File: config.mk
export PLATFORM = sky130hd
export DESIGN_NAME = pgfas_top
export DESIGN_NICKNAME = d
export VERILOG_FILES = /design/src/design/pgfas_pkg.sv /design/src/design/pgfas_edge_rise.sv /design/src/design/pgfas_top.sv
export SDC_FILE = /design/constraint.sdc
export NUM_CORES = 1
export LEC_CHECK = 0
export BUFFER_PORTS_ARGS = -buffer_cell sky130_fd_sc_hd__buf_4
export CAP_MARGIN = 25
export CORE_ASPECT_RATIO = 0.9
export CORE_MARGIN = 5
export CORE_UTILIZATION = 65
export DETAILED_ROUTE_END_ITERATION = 8
export PLACE_DENSITY = 0.85
export SLEW_MARGIN = 40
export SYNTH_ARGS = -nofsm -noshare
export SYNTH_HDL_FRONTEND = slang
export SYNTH_SLANG_ARGS = --single-unit
File: constraint.sdc
create_clock -name clk_sys -period 35.7 [get_ports clk_sys]
set_clock_uncertainty 0.2 [all_clocks]
set_input_delay 7.14 -clock clk_sys [delete_from_list [all_inputs] [get_ports clk_sys]]
set_output_delay 7.14 -clock clk_sys [all_outputs]
set_load 0.005 [all_outputs]
File: src/design/pgfas_pkg.sv
package pgfas_pkg;

  // ---------------------------------------------------------------
  // Clock and timing
  // ---------------------------------------------------------------
  localparam int unsigned CLK_HZ          = 50_000_000;
  localparam int unsigned BASE_DELAY_US   = 200;
  // Base step of the rising delay, cycles of clk_sys (200 us)
  localparam int unsigned BASE_DELAY_CYC  = (BASE_DELAY_US * (CLK_HZ / 1_000_000));
  localparam int unsigned BASE_CNT_W      = 14;
  localparam logic [3:0]  FALL_DELAY_SW   = 4'hf; // 16 switching cycles, count 0..15

  // Multiples of the base step for the seven delay settings
  localparam int unsigned MULT_W          = 8;

  // ---------------------------------------------------------------
  // Window arithmetic
  // ---------------------------------------------------------------
  localparam int unsigned VAL_W           = 16;
  localparam int unsigned PCT_W           = 6;
  localparam logic [5:0]  WIN_PCT_MIN     = 6'h05;
  localparam logic [5:0]  WIN_PCT_MAX     = 6'h28;
  localparam logic [5:0]  WIN_PCT_DEFAULT = 6'h0a;

  // ---------------------------------------------------------------
  // Addressing
  // ---------------------------------------------------------------
  localparam logic [3:0]  ADDR_UPPER      = 4'h4;  // 0100
  localparam logic [6:0]  GLOBAL_ADDR     = 7'h5a;
  localparam logic [2:0]  ADDR_LOW_OPEN   = 3'h7;
  localparam logic [2:0]  STRAP_OPEN      = 3'h6;  // Open or supply code
  localparam logic [2:0]  ADDR_RESET      = 3'h7;
  localparam logic [2:0]  DELAY_RESET     = 3'h6;

  // Filter states
  typedef enum logic [1:0]
  {
    PGFAS_BAD     = 2'b00,
    PGFAS_RISING  = 2'b01,
    PGFAS_GOOD    = 2'b10,
    PGFAS_FALLING = 2'b11
  } pgfas_state_t;

endpackage

File: src/design/pgfas_edge_rise.sv
module pgfas_edge_rise
(
  // Clock and reset
  input  wire logic clk_sys,
  input  wire logic sys_rst,
  // Raw asynchronous level and its rising edge
  input  wire logic level_in,
  output logic      rise_pulse
);

  logic sync1_reg;
  logic sync2_reg;
  logic last_reg;
  logic sync1_next;
  logic sync2_next;
  logic last_next;

  // ---------------------------------------------------------------
  // Two-stage synchroniser then edge detect
  // ---------------------------------------------------------------
  always_comb
  begin
    sync1_next = level_in;
    sync2_next = sync1_reg;
    last_next  = sync2_reg;
  end

  // Register stage
  always_ff @(posedge clk_sys)
  begin
    if (sys_rst)
    begin
      sync1_reg <= 1'b0;
      sync2_reg <= 1'b0;
      last_reg  <= 1'b0;
    end
    else
    begin
      sync1_reg <= sync1_next;
      sync2_reg <= sync2_next;
      last_reg  <= last_next;
    end
  end

  // Second stage is compared with its delayed copy in last_reg
  assign rise_pulse = sync2_reg & ~last_reg;

endmodule

File: src/design/pgfas_top.sv
// Notes on behaviour
// Good-to-bad waits 16 switching cycles
// Bad-to-good waits strap-selected delay, seven settings
// Delay strap latched at power-on or run edges
// Window half-width programmable from 5% to 40%
// Window centred on margined reference
// Address is 0100 plus strap-decoded bits
// Also answer global 0x5A and rail-group address
// Address strap latched at power-on or run edges
// Grounded strap minimum delay, supply strap maximum
// Strap codes give 000 to 101, open gives 111
// Return inside window cancels pending change
module pgfas_top
(
  // Clock and reset
  input  wire logic                clk_sys,
  input  wire logic                sys_rst,
  // Switching clock enable, one pulse per switching cycle
  input  wire logic                sw_tick,
  // Output measurement and margined reference
  input  wire logic [15:0]         vout_meas,
  input  wire logic [15:0]         vref_margined,
  input  wire logic [5:0]          window_pct,
  input  wire logic                window_limit_strap,
  // Straps, already decoded from resistor to code
  input  wire logic [2:0]          good_delay_strap,
  input  wire logic [2:0]          address_strap,
  // Initialization triggers
  input  wire logic                master_run_input,
  input  wire logic                standby_run_input,
  input  wire logic                operation_on_bit,
  // Address match
  input  wire logic [6:0]          rx_addr,
  input  wire logic [6:0]          rail_group_address,
  output logic                     addr_match,
  output logic [6:0]               slave_addr,
  // Status
  output logic                     power_good_flag,
  output logic                     in_window
);

  // ---------------------------------------------------------------
  // Synchronised inputs and trigger edges
  // ---------------------------------------------------------------
  logic master_rise;
  logic standby_rise;
  logic on_rise;
  logic on_last_reg;
  logic on_last_next;
  logic [2:0] dstrap_s1_reg;
  logic [2:0] dstrap_s2_reg;
  logic [2:0] astrap_s1_reg;
  logic [2:0] astrap_s2_reg;
  logic       wlim_s1_reg;
  logic       wlim_s2_reg;

  pgfas_edge_rise u_master
  (
    .clk_sys    (clk_sys),
    .sys_rst    (sys_rst),
    .level_in   (master_run_input),
    .rise_pulse (master_rise)
  );

  pgfas_edge_rise u_standby
  (
    .clk_sys    (clk_sys),
    .sys_rst    (sys_rst),
    .level_in   (standby_run_input),
    .rise_pulse (standby_rise)
  );

  // ON bit comes from logic on this clock: no synchroniser
  assign on_last_next = operation_on_bit;
  assign on_rise      = operation_on_bit & ~on_last_reg;

  // Strap pins cross from the board, two flops each
  always_ff @(posedge clk_sys)
  begin
    if (sys_rst)
    begin
      on_last_reg   <= 1'b0;
      dstrap_s1_reg <= 3'h0;
      dstrap_s2_reg <= 3'h0;
      astrap_s1_reg <= 3'h0;
      astrap_s2_reg <= 3'h0;
      wlim_s1_reg   <= 1'b0;
      wlim_s2_reg   <= 1'b0;
    end
    else
    begin
      on_last_reg   <= on_last_next;
      dstrap_s1_reg <= good_delay_strap;
      dstrap_s2_reg <= dstrap_s1_reg;
      astrap_s1_reg <= address_strap;
      astrap_s2_reg <= astrap_s1_reg;
      wlim_s1_reg   <= window_limit_strap;
      wlim_s2_reg   <= wlim_s1_reg;
    end
  end

  // ---------------------------------------------------------------
  // Strap latching
  // ---------------------------------------------------------------
  // Power-on sample waits for the synchronisers to fill
  logic [1:0] boot_cnt_reg;
  logic [1:0] boot_cnt_next;
  logic       boot_sample;
  logic       strap_load;
  logic [2:0] delay_code_reg;
  logic [2:0] delay_code_next;
  logic [2:0] addr_low_reg;
  logic [2:0] addr_low_next;

  assign boot_sample = (boot_cnt_reg == 2'h2);
  assign strap_load  = boot_sample | master_rise | standby_rise | on_rise;

  always_comb
  begin
    boot_cnt_next   = (boot_cnt_reg == 2'h3) ? boot_cnt_reg : boot_cnt_reg + 2'h1;
    delay_code_next = delay_code_reg;
    addr_low_next   = addr_low_reg;
    if (strap_load)
    begin
      delay_code_next = dstrap_s2_reg;
      // Codes 6 and 7 both mean open or tied high
      if (astrap_s2_reg >= pgfas_pkg::STRAP_OPEN)
        addr_low_next = pgfas_pkg::ADDR_LOW_OPEN;
      else
        addr_low_next = astrap_s2_reg;
    end
  end

  always_ff @(posedge clk_sys)
  begin
    if (sys_rst)
    begin
      boot_cnt_reg   <= 2'h0;
      delay_code_reg <= pgfas_pkg::DELAY_RESET;
      addr_low_reg   <= pgfas_pkg::ADDR_RESET;
    end
    else
    begin
      boot_cnt_reg   <= boot_cnt_next;
      delay_code_reg <= delay_code_next;
      addr_low_reg   <= addr_low_next;
    end
  end

  // ---------------------------------------------------------------
  // Address formation and matching
  // ---------------------------------------------------------------
  assign slave_addr = {pgfas_pkg::ADDR_UPPER, addr_low_reg};
  assign addr_match = (rx_addr == slave_addr)
                    | (rx_addr == pgfas_pkg::GLOBAL_ADDR)
                    | (rx_addr == rail_group_address);

  // ---------------------------------------------------------------
  // Window comparison
  // ---------------------------------------------------------------
  // Percent is clamped; supply-tied limit strap forces the default
  logic [5:0]  pct_eff;
  logic [21:0] half_prod;
  logic [15:0] half_w;
  logic [16:0] win_hi;
  logic [16:0] win_lo;

  always_comb
  begin
    if (wlim_s2_reg)
      pct_eff = pgfas_pkg::WIN_PCT_DEFAULT;
    else if (window_pct < pgfas_pkg::WIN_PCT_MIN)
      pct_eff = pgfas_pkg::WIN_PCT_MIN;
    else if (window_pct > pgfas_pkg::WIN_PCT_MAX)
      pct_eff = pgfas_pkg::WIN_PCT_MAX;
    else
      pct_eff = window_pct;
    // Divide by 100 approximated as *41/4096: under 0.1% error
    half_prod = 22'(vref_margined) * 22'(pct_eff);
    half_w    = 16'((28'(half_prod) * 28'd41) >> 12);
    win_hi    = {1'b0, vref_margined} + {1'b0, half_w};
    win_lo    = {1'b0, vref_margined} - {1'b0, half_w};
  end

  assign in_window = ({1'b0, vout_meas} <= win_hi)
                   & (win_lo[16] | ({1'b0, vout_meas} >= win_lo));

  // ---------------------------------------------------------------
  // Good/bad filter
  // ---------------------------------------------------------------
  logic [7:0] mult;
  always_comb
  begin
    case (delay_code_reg)
      3'h0:    mult = 8'h01;   // 200 us, grounded strap
      3'h1:    mult = 8'h02;   // 400 us
      3'h2:    mult = 8'h04;   // 800 us
      3'h3:    mult = 8'h08;   // 1.6 ms
      3'h4:    mult = 8'h10;   // 3.2 ms
      3'h5:    mult = 8'h20;   // 6.4 ms
      default: mult = 8'h80;   // 25.6 ms, open or supply
    endcase
  end

  pgfas_pkg::pgfas_state_t state_reg;
  pgfas_pkg::pgfas_state_t state_next;
  logic [13:0] base_cnt_reg;
  logic [13:0] base_cnt_next;
  logic [7:0]  step_cnt_reg;
  logic [7:0]  step_cnt_next;
  logic [3:0]  sw_cnt_reg;
  logic [3:0]  sw_cnt_next;
  logic        in_win_reg;
  logic        flag_reg;
  logic        flag_next;

  localparam logic [13:0] BASE_LAST = 14'(pgfas_pkg::BASE_DELAY_CYC - 1);

  // Next-state: counters only run in the pending states
  always_comb
  begin
    state_next    = state_reg;
    base_cnt_next = 14'h0000;
    step_cnt_next = 8'h00;
    sw_cnt_next   = 4'h0;
    flag_next     = flag_reg;
    case (state_reg)
      pgfas_pkg::PGFAS_BAD:
      begin
        if (in_win_reg)
          state_next = pgfas_pkg::PGFAS_RISING;
      end
      pgfas_pkg::PGFAS_RISING:
      begin
        base_cnt_next = base_cnt_reg;
        step_cnt_next = step_cnt_reg;
        if (!in_win_reg)
          state_next = pgfas_pkg::PGFAS_BAD;
        else if (base_cnt_reg == BASE_LAST)
        begin
          base_cnt_next = 14'h0000;
          if (step_cnt_reg + 8'h01 == mult)
          begin
            state_next = pgfas_pkg::PGFAS_GOOD;
            flag_next  = 1'b1;
          end
          else
            step_cnt_next = step_cnt_reg + 8'h01;
        end
        else
          base_cnt_next = base_cnt_reg + 14'h0001;
      end
      pgfas_pkg::PGFAS_GOOD:
      begin
        if (!in_win_reg)
          state_next = pgfas_pkg::PGFAS_FALLING;
      end
      pgfas_pkg::PGFAS_FALLING:
      begin
        sw_cnt_next = sw_cnt_reg;
        if (in_win_reg)
          state_next = pgfas_pkg::PGFAS_GOOD;
        else if (sw_tick)
        begin
          if (sw_cnt_reg == pgfas_pkg::FALL_DELAY_SW)
          begin
            state_next = pgfas_pkg::PGFAS_BAD;
            flag_next  = 1'b0;
          end
          else
            sw_cnt_next = sw_cnt_reg + 4'h1;
        end
      end
      default:
      begin
        state_next = pgfas_pkg::PGFAS_BAD;
        flag_next  = 1'b0;
      end
    endcase
  end

  // Register stage; flag starts low after reset
  always_ff @(posedge clk_sys)
  begin
    if (sys_rst)
    begin
      state_reg    <= pgfas_pkg::PGFAS_BAD;
      base_cnt_reg <= 14'h0000;
      step_cnt_reg <= 8'h00;
      sw_cnt_reg   <= 4'h0;
      in_win_reg   <= 1'b0;
      flag_reg     <= 1'b0;
    end
    else
    begin
      state_reg    <= state_next;
      base_cnt_reg <= base_cnt_next;
      step_cnt_reg <= step_cnt_next;
      sw_cnt_reg   <= sw_cnt_next;
      in_win_reg   <= in_window;
      flag_reg     <= flag_next;
    end
  end

  assign power_good_flag = flag_reg;

endmodule

==> metrics.txt <==
share of cells above drive strength 1 9.31%; M1 GR Usage 33.6%; #FFs+latches synth 59; routed vias/inst 5.60; first-iteration detailed-routing DRC count 379; IO Pins 75; Netlist Area Pre-Place 0.00955 mm^2; Tightest Pin Transition 0.694 ns; slew margin rel. 53.5%; Critical Path Fanout Max 16; vias in the first global route 7609; clock root buffer clkbuf_16; Pre-antenna DRT Iters 5; starting density of the core 65.6%; GRT busiest layer met2; CP Data Arrival Time 17.51 ns; startpoint type of the worst setup path primary input; GPL Wtd Cong 0.887; drc violations 0; Max Slew Vio Count 0; Clock Pin Slew Worst Setup and Hold Paths 0.05 ns; fin nets 1506; Clk Latency, worst-skew pair 0.33 ns; number of synthesized flops with an enable pin 0; Setup-failing EPs final 0; Setup TNS 0 ns; fmax 40.2 MHz; period utilisation layout 69.6%; postcts setup bufs 0; critical path type primary input to output pin; die width 138 um; post-synth cell types 70; routing usage on met2 41.2%; row count 42; reg-to-reg slack, setup 24.81 ns; synthesis-to-layout area growth 10.5%; CP peak stage delay 0.55 ns; drt wl/cell 15.0 um; initial antenna violation count 0; CTS Buf Count 9; Worst Hold Class flop to flop; overall routed net length 21000 um; Antenna Nets Post-Route 0; max reg flops 14; hpwl dp 17400 um; M3 GR Usage 3.94%; largest net degree at the start of global routing 30; gr usage total 24.7%; footprint of the multi-input gates 0.00768 mm^2; RSZ-0062 raised after global routing no; Avg Cell Area, Syn 8.39 um^2; die footprint 0.0172 mm^2; # port buffers 70; CTS max path bufs 2; sequential-to-total area share from yosys stat 12.4%; global route overflow 0; Register Area 0.00118 mm^2; Async SR Flop Fraction 0%; status finished, final reports clean; worst path required time 28.36 ns; predominant post-synthesis flop cell dfxtp_1; Hold-fix buffers, CTS 0; post-CTS resize count 0; fillcell total 1100; max_cap viols 0; Yosys Warn Count 0; Final Hold Viols 0; DIE HEIGHT 125 um; n_diodes 0; post-synthesis cell count 1138; first-pass GRT wire length 35100 um; CTS HTree Levels 3; core area 0.0146 mm^2; CTS tree built; Vias 7844; minimum clock period 24.85 ns; CP max-delay cell fa_1; clock tree sinks 59; CP endpoint kind output pin
kinds of logic after synthesis:
logic type                 count (synthesis)  share of synthesized area (%)
and+or+nand+nor                          357                           19.4
adders and majority gates                242                           37.5
AOI/OAI and AO/OA                        192                           13.0
buffers and inverters                    175                           7.42
xor gates and xnor gates                 102                           9.36
DFF                                       59                           12.4
muxes                                      9                          0.944
other                                      2                         0.0787
Yosys cell counts (19+ instances only):
library cell    n  area [um^2]
a21o_1         19          143
a21oi_1        62          310
and2_1         36          225
dfxtp_1        59         1180
fa_1           73         1460
ha_1          169         2110
inv_1         150          563
nand2_1        67          251
nand3_1        23          115
nor2_1         83          312
nor2b_1        55          344
o21ai_0        32          160
xnor2_1        56          490
xor2_1         46          403
routing by layer:
metal | share of wire, % | vias to the layer above
li1 | - | 3925
met1 | 45 | 3669
met2 | 47 | 222
met3 | 6.0 | 28
met4 | 1.6 | 0
met5 | 0 | -
critical path, delay by kind of cell:
kind	cells	cell delay, ns
fa+ha+maj	10	3.90
compound gates	16	3.57
simple gates	10	1.48
buf+inv	9	0.88
xor+xnor	2	0.37
mux	1	0.15
placed cells by master, fill, tap and decap left out, types with 23 or more instances in the layout:
cell type,n
nand2_1,67
xnor2_1,56
ha_1,169
dfxtp_1,59
inv_1,150
o21ai_0,32
xor2_1,46
a21oi_1,61
and2_1,36
nand3_1,23
nor2b_1,54
buf_4,72
fa_1,73
nor2_1,83
path summary, 6_finish.rpt:
| kind | to | from | depth (start not counted) |
|---|---|---|---|
| min | dstrap_s2_reg[1] | dstrap_s1_reg[1] | 1 |
| max reg2reg | in_win_reg | wlim_s2_reg | 44 |
| min reg2reg | dstrap_s2_reg[1] | dstrap_s1_reg[1] | 1 |
| max | in_window | window_pct[4] | 48 |
final cells by class:
cell class	instances	share of cell area [%]
multi-input cells	906	72.8
flip-flops and latches	59	11.2
inverters	150	5.34
repair buffers	73	5.23
clock buffers	11	2.40
well taps	198	2.35
clock inverters	4	0.700
metrics by stage:
step	hold WS, ns	instance area [um^2]	setup WS [ns]	cells	util, %
after floorplan	0.214	9560	11.73	1140	-
after CTS	0.250	10500	10.88	1401	72.5
final	0.243	10500	10.85	1401	72.5
after detailed placement	0.232	10200	10.90	1386	70.2
after global routing	0.257	10500	10.05	1401	72.5
after global placement	0.218	10200	11.07	1385	70.1
Power is not shown: default switching activity piles up to over one toggle a cycle in this logic, so the estimate is an artifact.
